**config.mk**
```make
export PLATFORM = sky130hd
export DESIGN_NAME = pirq_device_end_flat
export DESIGN_NICKNAME = d
export VERILOG_FILES = /design/src/verilog/pirq_pkg.sv /design/src/verilog/pirq_if.sv /design/src/verilog/pirq_device_end.sv /design/src/flat_wrapper.sv
export VERILOG_INCLUDE_DIRS = /design/src /design/src/verilog
export SDC_FILE = /design/constraint.sdc
export NUM_CORES = 1
export LEC_CHECK = 0
export ABC_AREA = 1
export BUFFER_PORTS_ARGS = -buffer_cell sky130_fd_sc_hd__buf_2
export CORE_ASPECT_RATIO = 0.7
export CORE_MARGIN = 2
export CORE_UTILIZATION = 48
export DETAILED_ROUTE_END_ITERATION = 6
export GPL_TIMING_DRIVEN = 0
export PLACE_DENSITY = 0.78
export REMOVE_ABC_BUFFERS = 1
export SLEW_MARGIN = 20
export SYNTH_ARGS = -nofsm -noshare
export SYNTH_HDL_FRONTEND = slang
export SYNTH_SLANG_ARGS = --single-unit
```
**constraint.sdc**
```tcl
create_clock -name core_clk -period 1.6 [get_ports core_clk]
set_clock_uncertainty 0.1 [all_clocks]
set_input_delay 0.4 -clock core_clk [delete_from_list [all_inputs] [get_ports core_clk]]
set_output_delay 0.4 -clock core_clk [all_outputs]
set_load 0.01 [all_outputs]
```
**src/verilog/pirq_defs.svh**
```systemverilog
// Notes on behaviour
// - Peripheral requests need the peripheral gate set
// - Enable one: eight enables, reset zero
// - Flags set regardless of any enable
// - Software clears flags before enabling them
// - EEPROM write done sets flag bit 7
// - Conversion done sets flag bit 6
// - Receive flag follows buffer full, read clears
// - Transmit flag follows buffer empty, write clears
// - Sync port completion sets flag bit 3
// - Capture/compare one sets bit 2 in capture or compare mode only
// - Timer two period match sets bit 1
// - Timer one overflow sets bit 0
// - Oscillator failover sets flag two bit 7
// - Comparator output changes set bits 6, 5
// - Display sets bit 4, low voltage bit 2
// - Capture/compare two at bit 0; 3,1 zero
// - Soft brown-out enable bit 4, resets one
// - Soft enable acts only when field is 01
// - Brown-out status cleared by brown-out reset
// - Global gate masks every interrupt
`ifndef PIRQ_DEFS_SVH
`define PIRQ_DEFS_SVH
// ==========================================
// Register offsets (word index, byte = 4x)
`define PIRQ_OFS_EN_ONE 3'h0
`define PIRQ_OFS_EN_TWO 3'h1
`define PIRQ_OFS_FL_ONE 3'h2
`define PIRQ_OFS_FL_TWO 3'h3
`define PIRQ_OFS_PWR 3'h4
`define PIRQ_OFS_CORE 3'h5
`define PIRQ_OFS_STAT 3'h6
// ==========================================
// Masks of implemented bits, and of software-writable first flags
`define PIRQ_TWO_MASK 8'hf5
`define PIRQ_PWR_MASK 8'h13
`define PIRQ_CORE_MASK 8'hc0
`define PIRQ_FL1_SWMASK 8'hcf
// ==========================================
// Bit positions
`define PIRQ_B_EE 7
`define PIRQ_B_AD 6
`define PIRQ_B_RX 5
`define PIRQ_B_TX 4
`define PIRQ_B_SP 3
`define PIRQ_B_C1 2
`define PIRQ_B_T2 1
`define PIRQ_B_T1 0
`define PIRQ_B_OSF 7
`define PIRQ_B_CM2 6
`define PIRQ_B_CM1 5
`define PIRQ_B_LCD 4
`define PIRQ_B_LVD 2
`define PIRQ_B_C2 0
`define PIRQ_B_SBOR 4
`define PIRQ_B_POR 1
`define PIRQ_B_BOR 0
`define PIRQ_B_GLOBAL 7
`define PIRQ_B_PERIPH 6
// ==========================================
// Reset values and codes
`define PIRQ_RST_EN 8'h00
`define PIRQ_RST_FL 8'h00
`define PIRQ_RST_SBOR 1'b1
`define PIRQ_BOCFG_SW 2'h1
`endif

```
**src/verilog/pirq_pkg.sv**
```systemverilog
package pirq_pkg;
   // Capture/compare unit mode
   typedef enum logic [1:0] {PIRQ_CCP_OFF, PIRQ_CCP_CAPTURE, PIRQ_CCP_COMPARE,
                             PIRQ_CCP_PWM} pirq_ccp_mode_t;
   // One-cycle event strobes from the peripherals, plus levels
   typedef struct packed {
      logic eeprom_write_done;
      logic conversion_done;
      logic serial_rx_full;      // Level
      logic serial_tx_empty;     // Level
      logic sync_port_done;
      logic capcmp_one_event;
      logic timer_two_match;
      logic timer_one_overflow;
      logic osc_fail;
      logic comparator_two_output;  // Level
      logic comparator_one_output;  // Level
      logic display_module_irq;
      logic low_voltage_detect_irq;
      logic capcmp_two_event;
   } pirq_events_t;
endpackage : pirq_pkg

```
**src/verilog/pirq_if.sv**
```systemverilog
`timescale 1ns/100ps
`default_nettype none
// Peripheral side meets interrupt logic here
interface pirq_if;
   import pirq_pkg::*;
   pirq_events_t ev;                 // Peripheral events and levels
   pirq_ccp_mode_t capcmp_one_mode;  // Unit one mode
   pirq_ccp_mode_t capcmp_two_mode;  // Unit two mode
   logic serial_rx_data_read;        // Receive data register read strobe
   logic serial_tx_data_write;       // Transmit data register write strobe
   logic periph_irq_req;             // Gated request to CPU
   logic brownout_reset_enable;      // Brown-out reset arm to supervisor
   modport device (input ev, capcmp_one_mode, capcmp_two_mode, output serial_rx_data_read,
                   serial_tx_data_write, periph_irq_req, brownout_reset_enable);
   modport periph (output ev, capcmp_one_mode, capcmp_two_mode, input serial_rx_data_read,
                   serial_tx_data_write, periph_irq_req, brownout_reset_enable);
endinterface : pirq_if
`default_nettype wire

```
**src/verilog/pirq_device_end.sv**
```systemverilog
`timescale 1ns/100ps
`default_nettype none
`include "pirq_defs.svh"
// Interrupt enables, flags and power control with Avalon-MM slave
module pirq_device_end (
   input wire logic core_clk,              // 25 MHz clock
   input wire logic nrst,                  // Async reset, active low
   pirq_if.device lnk,                     // Link to peripherals
   input wire logic [2:0] avs_address,     // Word address
   input wire logic avs_read,              // Read request
   input wire logic avs_write,             // Write request
   input wire logic [31:0] avs_writedata,  // Write data
   input wire logic [3:0] avs_byteenable,  // Byte enables
   output logic [31:0] avs_readdata,       // Read data
   output logic avs_waitrequest,           // Stall
   output logic avs_response_err,          // Unmapped access flag
   input wire logic por_event,             // Power-on reset happened
   input wire logic bor_event,             // Brown-out reset happened
   input wire logic [1:0] brownout_config_field  // Config word field
);
   import pirq_pkg::*;
   // ==========================================
   // Helper functions
   // Capture/compare flags count only in capture or compare mode
   function automatic logic ccp_flag_mode(input pirq_ccp_mode_t mode);
      ccp_flag_mode = (mode == PIRQ_CCP_CAPTURE) || (mode == PIRQ_CCP_COMPARE);
   endfunction : ccp_flag_mode
   // Word index match for one register slot
   function automatic logic slot_hit(input logic [2:0] addr, input logic [2:0] slot);
      slot_hit = (addr == slot);
   endfunction : slot_hit
   // Eight-bit register placed in the low lane, upper lanes zero
   function automatic logic [31:0] widen(input logic [7:0] value);
      widen = {24'h0, value};
   endfunction : widen
   // ==========================================
   // Registers and next values
   // All registers are one byte wide; the bus only ever uses the low lane
   logic [7:0] en_one_q; // First enable register
   logic [7:0] en_two_q; // Second enable register, gaps held low
   logic [7:0] fl_one_q; // First flag register
   logic [7:0] fl_two_q; // Second flag register, gaps held low
   logic [7:0] fl_one_d; // Next first flags
   logic [7:0] fl_two_d; // Next second flags
   logic [7:0] core_q; // Global and peripheral gate bits
   logic sbor_q; // Software brown-out enable
   logic por_q; // Power-on status, low after power-on
   logic bor_q; // Brown-out status, low after brown-out
   logic cmp_one_q; // Comparator one output last cycle
   logic cmp_two_q; // Comparator two output last cycle
   logic ack_q; // Answer cycle of a bus access
   logic [31:0] rdata_q; // Registered read data
   logic [31:0] rdata_d; // Selected read data
   // ==========================================
   // Bus decode
   // One wait state per access: the request is taken in its first cycle
   // and answered in the next, when the stall drops
   // Writes land on the answer edge, the same edge the master completes on
   wire access = (avs_read | avs_write) & ~ack_q; // First cycle of a request
   wire rd_take = access & avs_read; // Read data captured here
   wire wr = avs_write & ack_q & avs_byteenable[0]; // Write edge, lane 0 only
   wire [7:0] wd = avs_writedata[7:0]; // Only the low lane carries data
   wire wr_en1 = wr && slot_hit(avs_address, `PIRQ_OFS_EN_ONE); // First enables
   wire wr_en2 = wr && slot_hit(avs_address, `PIRQ_OFS_EN_TWO); // Second enables
   wire wr_fl1 = wr && slot_hit(avs_address, `PIRQ_OFS_FL_ONE); // First flags
   wire wr_fl2 = wr && slot_hit(avs_address, `PIRQ_OFS_FL_TWO); // Second flags
   wire wr_pwr = wr && slot_hit(avs_address, `PIRQ_OFS_PWR); // Power control
   wire wr_core = wr && slot_hit(avs_address, `PIRQ_OFS_CORE); // Gate bits
   wire mapped = avs_address <= `PIRQ_OFS_STAT; // Slots 0 to 6 exist
   // Handshake outputs are combinational
   assign avs_waitrequest = access;
   assign avs_readdata = rdata_q;
   // Unmapped slot reported while its answer stands
   assign avs_response_err = ack_q & ~mapped;
   // ==========================================
   // Event decode
   // Comparator history resets low, matching the idle output level,
   // so no false change is seen just after reset
   wire cap1 = ccp_flag_mode(lnk.capcmp_one_mode);
   wire cap2 = ccp_flag_mode(lnk.capcmp_two_mode);
   wire cmp_one_edge = lnk.ev.comparator_one_output ^ cmp_one_q;
   wire cmp_two_edge = lnk.ev.comparator_two_output ^ cmp_two_q;
   // First flag sources; receive and transmit are levels, handled below
   wire [7:0] set_one = {lnk.ev.eeprom_write_done,
                         lnk.ev.conversion_done,
                         2'b00,
                         lnk.ev.sync_port_done,
                         lnk.ev.capcmp_one_event & cap1,
                         lnk.ev.timer_two_match,
                         lnk.ev.timer_one_overflow};
   // Second flag sources; gaps stay zero
   wire [7:0] set_two = {lnk.ev.osc_fail,
                         cmp_two_edge,
                         cmp_one_edge,
                         lnk.ev.display_module_irq,
                         1'b0,
                         lnk.ev.low_voltage_detect_irq,
                         1'b0,
                         lnk.ev.capcmp_two_event & cap2};
   // ==========================================
   // Next flags: a hardware set wins over a software clear in the same
   // cycle, so an event that lands during the clear is never lost
   // Enables play no part here; flags record events whatever they hold
   always_comb begin
      fl_one_d = fl_one_q;
      fl_two_d = fl_two_q;
      if (wr_fl1) fl_one_d = wd & `PIRQ_FL1_SWMASK;
      if (wr_fl2) fl_two_d = wd & `PIRQ_TWO_MASK;
      fl_one_d = fl_one_d | set_one;
      fl_two_d = fl_two_d | set_two;
      // Receive and transmit follow their buffer levels
      fl_one_d[`PIRQ_B_RX] = lnk.ev.serial_rx_full;
      fl_one_d[`PIRQ_B_TX] = lnk.ev.serial_tx_empty;
   end
   // ==========================================
   // Read selection; captured in the request cycle, shown in the answer
   always_comb begin
      rdata_d = 32'h0;
      unique case (avs_address)
         `PIRQ_OFS_EN_ONE: rdata_d = widen(en_one_q);
         `PIRQ_OFS_EN_TWO: rdata_d = widen(en_two_q);
         `PIRQ_OFS_FL_ONE: rdata_d = widen(fl_one_q);
         `PIRQ_OFS_FL_TWO: rdata_d = widen(fl_two_q);
         `PIRQ_OFS_PWR: rdata_d = widen({3'h0, sbor_q, 2'h0, por_q, bor_q});
         `PIRQ_OFS_CORE: rdata_d = widen(core_q);
         `PIRQ_OFS_STAT: rdata_d = widen({7'h0, lnk.periph_irq_req});
         default: rdata_d = 32'h0; // Unmapped reads zero
      endcase
   end
   // ==========================================
   // Bus handshake and read data
   always_ff @(posedge core_clk or negedge nrst) begin
      if (!nrst) begin
         ack_q <= 1'b0;
         rdata_q <= 32'h0;
      end else begin
         ack_q <= access;
         // Read data stands until the next read
         if (rd_take) begin
            rdata_q <= rdata_d;
         end
      end
   end
   // Enable and gate registers; gaps in the second enables are dropped
   always_ff @(posedge core_clk or negedge nrst) begin
      if (!nrst) begin
         en_one_q <= `PIRQ_RST_EN;
         en_two_q <= `PIRQ_RST_EN;
         core_q <= 8'h00;
      end else begin
         if (wr_en1) en_one_q <= wd;
         if (wr_en2) en_two_q <= wd & `PIRQ_TWO_MASK;
         if (wr_core) core_q <= wd & `PIRQ_CORE_MASK;
      end
   end
   // Sticky flags and comparator history
   always_ff @(posedge core_clk or negedge nrst) begin
      if (!nrst) begin
         fl_one_q <= `PIRQ_RST_FL;
         fl_two_q <= `PIRQ_RST_FL;
         cmp_one_q <= 1'b0;
         cmp_two_q <= 1'b0;
      end else begin
         fl_one_q <= fl_one_d;
         fl_two_q <= fl_two_d;
         cmp_one_q <= lnk.ev.comparator_one_output;
         cmp_two_q <= lnk.ev.comparator_two_output;
      end
   end
   // Power control: software brown-out enable and reset-cause status
   // Status bits read low after reset; software sets them to mark a clean start
   always_ff @(posedge core_clk or negedge nrst) begin
      if (!nrst) begin
         sbor_q <= `PIRQ_RST_SBOR;
         por_q <= 1'b0;
         bor_q <= 1'b0;
      end else begin
         if (wr_pwr) begin
            sbor_q <= wd[`PIRQ_B_SBOR];
         end
         // Reset events clear, software sets
         if (por_event) begin
            por_q <= 1'b0;
         end else if (wr_pwr) begin
            por_q <= wd[`PIRQ_B_POR];
         end
         // A power-on also counts as a brown-out for the status bit
         if (bor_event | por_event) begin
            bor_q <= 1'b0;
         end else if (wr_pwr) begin
            bor_q <= wd[`PIRQ_B_BOR];
         end
      end
   end
   // ==========================================
   // Serial strobes
   // The receive and transmit data registers live in the serial unit, which
   // clears its own levels; these strobes are kept for the link and stay low
   assign lnk.serial_rx_data_read = 1'b0;
   assign lnk.serial_tx_data_write = 1'b0;
   // ==========================================
   // Request gating
   // A flag set while its enable is off stays pending and fires on enable
   wire [7:0] live_one = fl_one_q & en_one_q;
   wire [7:0] live_two = fl_two_q & en_two_q;
   wire any_src = (|live_one) | (|live_two);
   wire periph_gate = core_q[`PIRQ_B_PERIPH];
   wire global_gate = core_q[`PIRQ_B_GLOBAL];
   assign lnk.periph_irq_req = any_src & periph_gate & global_gate;
   // ==========================================
   // Brown-out arm
   // The soft bit is obeyed only in the software-controlled configuration
   wire bor_sw_mode = brownout_config_field == `PIRQ_BOCFG_SW;
   assign lnk.brownout_reset_enable = bor_sw_mode ? sbor_q : brownout_config_field[1];
endmodule : pirq_device_end
`default_nettype wire

```
**src/flat_wrapper.sv**
```systemverilog
// flat-port wrapper written by rule: the top's interface ports become plain ports
module pirq_device_end_flat import pirq_pkg::*;
  (core_clk, nrst, avs_address, avs_read, avs_write, avs_writedata, avs_byteenable, avs_readdata, avs_waitrequest, avs_response_err, por_event, bor_event, brownout_config_field, lnk_ev, lnk_capcmp_one_mode, lnk_capcmp_two_mode, lnk_serial_rx_data_read, lnk_serial_tx_data_write, lnk_periph_irq_req, lnk_brownout_reset_enable);
  pirq_if lnk_i ();
  input wire logic core_clk;
  input wire logic nrst;
  input wire logic [2:0] avs_address;
  input wire logic avs_read;
  input wire logic avs_write;
  input wire logic [31:0] avs_writedata;
  input wire logic [3:0] avs_byteenable;
  output logic [31:0] avs_readdata;
  output logic avs_waitrequest;
  output logic avs_response_err;
  input wire logic por_event;
  input wire logic bor_event;
  input wire logic [1:0] brownout_config_field;
  input wire logic [$bits(lnk_i.ev)-1:0] lnk_ev;
  input wire logic [$bits(lnk_i.capcmp_one_mode)-1:0] lnk_capcmp_one_mode;
  input wire logic [$bits(lnk_i.capcmp_two_mode)-1:0] lnk_capcmp_two_mode;
  output wire logic [$bits(lnk_i.serial_rx_data_read)-1:0] lnk_serial_rx_data_read;
  output wire logic [$bits(lnk_i.serial_tx_data_write)-1:0] lnk_serial_tx_data_write;
  output wire logic [$bits(lnk_i.periph_irq_req)-1:0] lnk_periph_irq_req;
  output wire logic [$bits(lnk_i.brownout_reset_enable)-1:0] lnk_brownout_reset_enable;
  assign lnk_i.ev = lnk_ev;
  assign lnk_i.capcmp_one_mode = lnk_capcmp_one_mode;
  assign lnk_i.capcmp_two_mode = lnk_capcmp_two_mode;
  assign lnk_serial_rx_data_read = lnk_i.serial_rx_data_read;
  assign lnk_serial_tx_data_write = lnk_i.serial_tx_data_write;
  assign lnk_periph_irq_req = lnk_i.periph_irq_req;
  assign lnk_brownout_reset_enable = lnk_i.brownout_reset_enable;
  pirq_device_end u_core (.core_clk(core_clk), .nrst(nrst), .lnk(lnk_i), .avs_address(avs_address), .avs_read(avs_read), .avs_write(avs_write), .avs_writedata(avs_writedata), .avs_byteenable(avs_byteenable), .avs_readdata(avs_readdata), .avs_waitrequest(avs_waitrequest), .avs_response_err(avs_response_err), .por_event(por_event), .bor_event(bor_event), .brownout_config_field(brownout_config_field));
endmodule
```
==> impl_metrics.ini, run 1 <==
[status]
status = complete, but fails checks
violations = hold timing, setup timing

[timing]
maxSlewViolCount = 0
slew_headroom_pct = 63.2
worst_slew_pin_slew_ns = 0.552
rsz0062_at_grt = true
hold_viol = 22
setup_viol = 1
period_share_pct = 110
min_period_ns = 1.77
fmax_mhz = 566
worst_slack_ns = -0.167
whs_ns = -0.0155

[clocking]
htree_levels = 2
root_buffer = clkbuf_8
ctsLongestPathBuffers = 2
ctsHoldBuffers = 0
cts_made_buffers = 5
cts.clk_slew.worst_paths_ns = 0.08
cts_num_sinks = 44
clk_latency_ns = 0.29
cts_tree = done

[route]
drtPass1Iterations = 4
postRouteAntennaNets = 0
wl_per_cell_um = 12.3
vias = 1957
wl_um = 5120
drc = 0
drt_iter0_drc = 154
vias_per_cell = 4.70

[setup_path]
crit_type = flip-flop to output pin
worstSetupEndpointType = output pin
rr_worst_depth = 5
crit_arrival_ns = 1.27
crit_path_start_kind = flip-flop
ff2ff_setup_slack_ns = 0.13
crit_slowest_cell = dfrtp_1
cp_common_cell = nand2_1
required_ns = 1.10
path_cells = nand2_1, nand2_1, inv_1, nand2_1, nor2_2, a21oi_1, buf_2
crit_fanout = 3
cpPeakStageDelay_ns = 0.42

[synthesis]
ys_seq_area_share_pct = 46.3
netlist_instances = 287
yosysWarningCount = 0
ys_types = 32
syn_area_per_cell_um2 = 8.29
synth-seq-cells = 44
synth_area_um2 = 2380

[run]
cap_violations = 0

[place]
gp_congestion = 0.851
io_buffers = 49
place_ws_ns = -0.0875
post-place-cells = 402
hpwl_um = 3770

[global_routing]
grt_pass1_vias = 1733
antenna_found_initial = 0
grt_pass1_wl_um = 8290
grt_max_degree = 45
globalRouteOverflowTotal = 0
grt_util_all_layers_pct = 19.5

[pwr]
power.leakage_nw = 1.44
powerDensity_nw_per_um2 = 975
ir_worst_vdd_uv = 493

[worst_hold_path]
hold_path_class = input port to async pin

[cells_and_area]
layout.cells.non_filler = 416
final_layout_size_suffix_gt1_share_pct = 30.5
areaGrowthSynthToFinish_pct = 16.0
finish.utilization_pct = 57.7
nNetsFinal = 411
antenna_cells = 0

[floorplanning]
core.rowCount = 21
io_pins = 103
die_area_um2 = 5550
die_y_um = 62.9
start_util_pct = 49.8
die_width_um = 88.2
core_um2 = 4780
[power breakdown]
group,leakage [nW],internal (W),switching (W)
sequential,0.514,0.00126,0.0000925
clock,0.0455,0.000352,0.000363
combinational,0.884,0.000247,0.000376
total,1.44,0.00186,0.000831
[routing by layer]
metal	vias to the layer above	share of wire, %	global-route usage, %
met2	61	45	28.0
met3	7	6.7	4.23
met4	0	1.2	6.44
li1	985	-	-
met1	904	47	29.1
met5	-	0	0
[worst max-delay path, delay by kind of cell (launching register included)]
kind	cells	cell delay (ns)
AO/OA/AOI/OAI	1	0.08
buffers and inverters	2	0.17
flip-flops	1	0.42
AND/OR/NAND/NOR	4	0.30
[layout by cell type (no fill, tap or decap), drive strengths merged]
master    n
buf      55
nor3      4
nand3    14
nand2    98
o22ai     1
or2       2
nor2     11
a21o      1
a22o      1
o2111ai   1
conb     26
o21ai    31
clkbuf    8
inv      31
xnor2     2
a211oi    1
nor4      2
dfrtp    43
dfstp     1
a21oi    10
o211ai    4
[final timing paths]
path                                                          from                                  to
worst min register to register  u_core.avs_readdata[0]$_DFFE_PN0P_  u_core.avs_readdata[0]$_DFFE_PN0P_
max in group asynchronous                                     nrst      u_core.en_one_q[7]$_DFFE_PN0P_
min in group core_clk                                   lnk_ev[11]        u_core.fl_one_q[5]$_DFF_PN0_
worst max-delay path                  u_core.fl_one_q[0]$_DFF_PN0_                  lnk_periph_irq_req
worst min-delay path                                          nrst              u_core.ack_q$_DFF_PN0_
worst max register to register              u_core.ack_q$_DFF_PN0_      u_core.en_two_q[7]$_DFFE_PN0P_
[Yosys cell counts]
cell type | count | area share (%)
xnor2_1 | 2 | 0.74
nor2_1 | 8 | 1.3
nand3_2 | 3 | 1.3
a22o_1 | 1 | 0.37
or2_2 | 2 | 0.53
o21ai_2 | 14 | 5.2
nand2_4 | 1 | 0.47
nor4_2 | 1 | 0.53
buf_6 | 2 | 0.95
nand2_2 | 2 | 0.53
nor3_4 | 2 | 1.4
inv_1 | 23 | 3.6
inv_4 | 1 | 0.26
nand3_1 | 11 | 2.3
o211ai_1 | 4 | 1.3
conb_1 | 1 | 0.16
o22ai_1 | 1 | 0.26
a21oi_1 | 10 | 2.1
dfrtp_1 | 43 | 45
nand2_1 | 95 | 15
nor3_1 | 2 | 0.42
nor2_4 | 1 | 0.47
inv_2 | 7 | 1.1
buf_4 | 26 | 8.2
a211oi_1 | 1 | 0.32
o21ai_1 | 14 | 2.9
o2111ai_1 | 1 | 0.37
o21ai_0 | 3 | 0.63
a21o_1 | 1 | 0.32
nor4_1 | 1 | 0.26
nor2_2 | 2 | 0.53
dfstp_2 | 1 | 1.1
[cell families (layout without fill, tap and decap cells)]
| group | after synthesis | count (layout) | share of synthesized area (%) |
|---|---|---|---|
| AND/OR/NAND/NOR | 131 | 131 | 24.9 |
| buffers and inverters | 59 | 94 | 14.1 |
| AO/OA/AOI/OAI | 50 | 50 | 13.7 |
| flip-flops | 44 | 44 | 46.3 |
| XOR/XNOR | 2 | 2 | 0.736 |
| other | 1 | 26 | 0.158 |
[registers in the layout, indices dropped and copies added, names as in the netlist]
name,count
u_core.avs_readdata,8
u_core.en_one_q,8
u_core.fl_one_q,8
u_core.en_two_q,6
u_core.fl_two_q,6
u_core.core_q,2
u_core.ack_q,1
u_core.bor_q,1
u_core.cmp_one_q,1
u_core.cmp_two_q,1
u_core.por_q,1
u_core.sbor_q,1
[layout make-up]
class                           instances  area [µm²]
Fill cell                             455        2020
Sequential cell                        44        1100
Multi-Input combinational cell        209        1060
Timing Repair Buffer                   55         298
Inverter                               31         119
Clock buffer                            8        90.1
Tap cell                               69        86.3
[through the flow]
stage                     power [W]  area, µm²  hold WS [ns]  setup TNS (ns)
after floorplan             0.00174       2260       0.00441               0
after global placement      0.00194       2590         0.357           -1.11
after detailed placement    0.00196       2590         0.361           -1.40
after CTS                   0.00267       2700         0.103          -0.185
after global routing        0.00287       2760        0.0271          -0.316
final                       0.00269       2760       -0.0155          -0.167
[timing repair]
item | 4_1_cts | 5_1_grt
endpoints found under the setup margin | 2 | 28
endpoints found under the hold margin | 0 | 0
pin swaps | 0 | 2
setup buffers | 1 | 5
gates resized for setup | 4 | 7
No activity file was read; power rests on OpenSTA's default activity.
==> run 2: changes to the inputs <==
- GPL_TIMING_DRIVEN: 0 -> unset
==> run 2 against run 1 <==
Against the previous run: core utilization rose by 1.1 points; via count increased by 0.36%; largest power group unchanged; sequential share of layout area shrank 0.76 points; routed wire length shrank 0.94%; design area rose by 1.9%; hold slack better by 0.13 ns; the run ends with setup timing left.
==> impl_metrics.ini, run 2 (synthesis gave the netlist of run 1 again) <==
[status]
status = complete, but fails checks
violations = setup timing

[clocking]
clk_latency_ns = 0.29
cts_made_buffers = 5
cts.clk_slew.worst_paths_ns = 0.08
htree_levels = 2
root_buffer = clkbuf_8
cts_tree = done
ctsLongestPathBuffers = 2
cts_num_sinks = 44

[pwr]
p_int_w = 0.00190
ir_worst_vdd_uv = 441
powerDensity_nw_per_um2 = 969
seqPwrFrac_pct = 49.7
p_switching_w = 0.000826
power.leakage_nw = 1.49
pwr-share-comb_pct = 22.7
p_clk_share_pct = 27.7
switching_share_pct = 30.3

[floorplanning]
die_area_um2 = 5550
start_util_pct = 49.8
io_pins = 103
core.rowCount = 21
die_width_um = 88.2
core_um2 = 4780
die_y_um = 62.9

[global_routing]
grt_util_all_layers_pct = 19.2
grt_max_degree = 44
grt_pass1_wl_um = 8240
grt_pass1_vias = 1718
globalRouteOverflowTotal = 0
antenna_found_initial = 0

[place]
gp_congestion = 0.861
post-place-cells = 411
hpwl_um = 3850
io_buffers = 49
place_ws_ns = -0.0742

[route]
vias_per_cell = 4.65
postRouteAntennaNets = 0
drtPass1Iterations = 4
wl_per_cell_um = 12.0
wl_um = 5070
drt_iter0_drc = 155
vias = 1964
drc = 0

[setup_path]
crit_path_start_kind = flip-flop
crit_family = flip-flops
cpPeakStageDelay_ns = 0.40
worst-path-buf-inv = 2
crit_type = flip-flop to output pin
worstSetupEndpointType = output pin
crit_path_start = u_core.en_one_q[1]$_DFFE_PN0P_
r2r-start = u_core.ack_q$_DFF_PN0_
crit_arrival_ns = 1.29
ff2ff_setup_slack_ns = 0.15
cp_common_cell = nand2_1
reg2reg_to = u_core.fl_two_q[7]$_DFF_PN0_
rr_worst_depth = 5
crit_slowest_cell = dfrtp_1
required_ns = 1.10
path_cells = nand2_1, nand2_1, inv_1, nand2_1, nor2_2, a21oi_1, buf_2
crit_fanout = 3

[timing]
maxSlewViolCount = 0
worst_slack_ns = -0.187
whs_ns = 0.116
min_period_ns = 1.79
period_share_pct = 112
hold_viol = 0
setup_viol = 1
fmax_mhz = 560
rsz0062_at_grt = true

[cells_and_area]
antenna_cells = 0
areaGrowthSynthToFinish_pct = 18.2
n_fill_cell = 465
final_common_cell = nand2_1
final_cell_mix = nand2_1 (95), buf_2 (49), dfrtp_1 (43)
nNetsFinal = 417
final_layout_size_suffix_gt1_share_pct = 30.9
layout.cells.non_filler = 422

[worst_hold_path]
hold_path_class = input port to flip-flop
hold_path_end = u_core.fl_one_q[4]$_DFF_PN0_
min_from = lnk_ev[10]
worstHoldPathCells = 1

[run]
cap_violations = 0
## run 2: final cells by class
cell class                 count  area [µm²]  share of cell area (%)
inverter                      31         119                    4.22
multi-input combinational    209        1060                    37.5
tap                           69        86.3                    3.07
timing repair buffer          61         350                    12.4
sequential                    44        1100                    39.2
clock buffer                   8         100                    3.56
## run 2: stage by stage
| step | area [µm²] | power (W) | TNS [ns] | util, % |
|---|---|---|---|---|
| after global routing | 2810 | 0.00290 | -0.289 | 58.8 |
| after global placement | 2670 | 0.00196 | -0.0995 | 55.8 |
| after CTS | 2780 | 0.00273 | -0.179 | 58.1 |
| after detailed placement | 2670 | 0.00198 | -0.631 | 55.8 |
| final | 2810 | 0.00273 | -0.187 | 58.8 |
| after floorplan | 2260 | 0.00174 | 0 | - |
## run 2: worst max path at each step
| stage | endpoint | slack (ns) | depth (start not counted) |
|---|---|---|---|
| 5_1_grt | lnk_periph_irq_req | -0.26 | 7 |
| 3_5_place_dp | u_core.en_two_q[4]$_DFFE_PN0P_ | -0.07 | 6 |
| 3_3_place_gp | u_core.en_two_q[5]$_DFFE_PN0P_ | -0.02 | 6 |
| 6_report | lnk_periph_irq_req | -0.19 | 7 |
| 2_1_floorplan | avs_response_err | 0.20 | 2 |
| 4_1_cts | lnk_periph_irq_req | -0.18 | 7 |
## run 2: layer usage
metal / share of wire, % / vias to the layer above / global-route usage, %
met1: 50 / 914 / 30.1
met2: 43 / 52 / 27.1
met4: 0.85 / 0 / 3.60
li1: - / 994 / -
met5: 0 / - / 0
met3: 6.5 / 4 / 4.76
## run 2: timing repair
| item | in CTS | in global routing |
|---|---|---|
| hold buffers | 1 | 0 |
| setup buffers | 0 | 2 |
| cloned | 0 | 0 |
| setup endpoints to repair | 1 | 17 |
| gates resized for setup | 1 | 5 |
| endpoints found under the hold margin | 5 | 0 |
## run 2: power groups by stage
stage          clock, W  combinational, W  sequential [W]
6_report       0.000754          0.000618         0.00135
5_1_grt        0.000818          0.000705         0.00137
4_1_cts        0.000764          0.000615         0.00135
3_5_place_dp          0          0.000604         0.00137
3_3_place_gp          0          0.000592         0.00137
2_1_floorplan         0          0.000367         0.00137
==> run 3: changes to the inputs <==
- ABC_AREA: 1 -> unset
- CORE_ASPECT_RATIO: 0.7 -> 1.75
- CORE_UTILIZATION: 48 -> 47
- PLACE_DENSITY: 0.78 -> 0.76
==> run 3 against run 2 <==
Against the previous run: the flow still finishes with violations (setup timing); total power is 4.4% higher; synthesized area shrank 1.5%; via count down 3.9%; sequential power about the same; core utilization up 5.1 points; largest power group unchanged; non-clock buffer count up 44; critical path depth decreased by 3; hold slack got worse by 0.013 ns; clock power fell by 3.3%; synthesized cell count down 27%.
==> impl_metrics.ini, run 3 <==
[timing]
maxSlewViolCount = 0
hold_viol = 0
fmax_mhz = 499
setup_viol = 8
min_period_ns = 2.00
rsz0062_at_grt = true
period_share_pct = 125
worst_slack_ns = -0.404

[place]
gp_congestion = 0.866
post-place-cells = 357
hpwl_um = 4240
io_buffers = 49

[floorplanning]
io_pins = 103
die_y_um = 97.4
start_util_pct = 47.9
core.rowCount = 34
core_um2 = 4890
die_width_um = 57.4
die_area_um2 = 5590

[synthesis]
synth_enable_flop_cells = 0
synth_top_area_share_pct = 45.9
ys_types = 40
synth_most_common_cell = dfrtp_1
synth_top_area_cell = dfrtp_1
syn_area_per_cell_um2 = 11.2
yosysWarningCount = 0
async_reset_ff_share_pct = 100
synth-seq-cells = 44
synth_common_cells = dfrtp_1 (43), buf_4 (27), nand2_1 (12), nor2_1 (12)
synth_ff_type = dfrtp_1
netlist_instances = 210
synthTopCellsByArea = dfrtp_1 (46%), buf_4 (8.6%), mux2_4 (5.1%)
ys_seq_area_share_pct = 47.0
synth_area_um2 = 2340

[route]
drtPass1Iterations = 4
postRouteAntennaNets = 0
vias_per_cell = 5.13
drc = 0
wl_per_cell_um = 15.0
vias = 1888
drt_iter0_drc = 21
wl_um = 5520

[clocking]
cts.clk_slew.worst_paths_ns = 0.08
cts_tree = done
root_buffer = clkbuf_8
clk_latency_ns = 0.29
cts_num_sinks = 44
ctsLongestPathBuffers = 2
htree_levels = 2
cts_made_buffers = 5

[global_routing]
globalRouteOverflowTotal = 0
antenna_found_initial = 0
grt_util_all_layers_pct = 21.5
grt_max_degree = 27
grt_pass1_vias = 2005
grt_pass1_wl_um = 9320

[pwr]
power.leakage_nw = 1.52
finalPower_w = 0.00285
powerDensity_nw_per_um2 = 910
ir_worst_vdd_uv = 646

[setup_path]
required_ns = 1.10
r2r-start = u_core.ack_q$_DFF_PN0_
crit_fanout = 2
crit_path_start_kind = flip-flop
rr_worst_depth = 4
worstSetupEndpointType = output pin
cp-endpoint = lnk_periph_irq_req
reg2reg_to = u_core.en_one_q[7]$_DFFE_PN0P_
ff2ff_setup_slack_ns = -0.02
crit_arrival_ns = 1.50
crit_type = flip-flop to output pin
crit_path_start = u_core.fl_one_q[7]$_DFF_PN0_

[cells_and_area]
n_fill_cell = 383
final_layout_size_suffix_gt1_share_pct = 45.9
antenna_cells = 0
nNetsFinal = 378
areaGrowthSynthToFinish_pct = 33.5
layout.cells.non_filler = 368
final_common_cell = buf_2
final_cell_mix = buf_2 (48), buf_4 (47), dfrtp_1 (42)

[run]
cap_violations = 0

[status]
status = complete, but fails checks
violations = setup timing

[worst_hold_path]
min_from = lnk_ev[10]
hold_path_class = input port to flip-flop
## run 3: repair_timing
action | CTS | global route
endpoints found under the hold margin | 17 | 0
resized for setup | 9 | 11
buffers inserted | 1 | 1
hold buffers | 1 | 0
pin swaps | 1 | 2
endpoints found under the setup margin | 14 | 30
## run 3: worst max-delay path, stage by stage, from the launching register on
cell     delay, ns
dfrtp_1       0.38
a22oi_1       0.23
nand2_1       0.09
o311a_1       0.36
buf_2         0.15
## run 3: routing by layer
layer / share of wire, % / global-route usage [%]
met1: 38 / 24.7
met2: 55 / 38.1
met3: 4.3 / 3.33
met4: 2.5 / 9.12
met5: 0 / 0
## run 3: cell families (layout without fill, tap and decap cells)
kind of cell | count (synthesis) | count (layout) | synth area share [%]
flops | 44 | 44 | 47.0
compound gates | 40 | 40 | 12.8
other cells | 1 | 26 | 0.160
xor+xnor | 4 | 4 | 1.49
mux | 29 | 29 | 15.6
simple gates | 54 | 54 | 12.2
buf+inv | 38 | 117 | 10.7
## run 3: area by class of cell
| cell class | instances | area [µm²] | share of cell area, % |
|---|---|---|---|
| well taps | 54 | 67.6 | 2.16 |
| clock inverters | 1 | 7.51 | 0.240 |
| clock buffers | 7 | 86.3 | 2.76 |
| repair buffers | 105 | 722 | 23.1 |
| flip-flops and latches | 44 | 1100 | 35.3 |
| inverters | 4 | 15.0 | 0.480 |
| multi-input cells | 153 | 1130 | 36.1 |
## run 3: through the flow
step	hold slack (ns)	util, %	setup slack (ns)	cell area (µm²)	setup TNS [ns]
finish	0.103	64.0	-0.404	3130	-0.484
global route	0.0837	64.0	-0.478	3130	-0.903
CTS	0.0997	63.1	-0.420	3090	-0.499
detailed placement	0.273	60.1	-0.209	2940	-4.39
global placement	0.264	60.1	-0.206	2940	-4.08
floorplan	0.00441	-	-0.0905	2200	-0.557
## run 3: power breakdown
part	internal, W	leakage (nW)	total (W)	switching [W]
Clock	0.000351	0.0445	0.000729	0.000378
Sequential	0.00126	0.511	0.00135	0.0000940
Combinational	0.000435	0.967	0.000768	0.000333
## run 3: worst min-delay path by stage
| stage | end | slack [ns] | cells past startpoint |
|---|---|---|---|
| floorplan | u_core.ack_q$_DFF_PN0_ | 0.004 | 0 |
| detailed placement | u_core.fl_one_q[1]$_DFF_PN0_ | 0.27 | 1 |
| global placement | u_core.fl_one_q[6]$_DFF_PN0_ | 0.26 | 1 |
| finish | u_core.fl_one_q[4]$_DFF_PN0_ | 0.10 | 1 |
| global route | u_core.fl_one_q[4]$_DFF_PN0_ | 0.08 | 1 |
| CTS | u_core.fl_one_q[4]$_DFF_PN0_ | 0.1 | 1 |
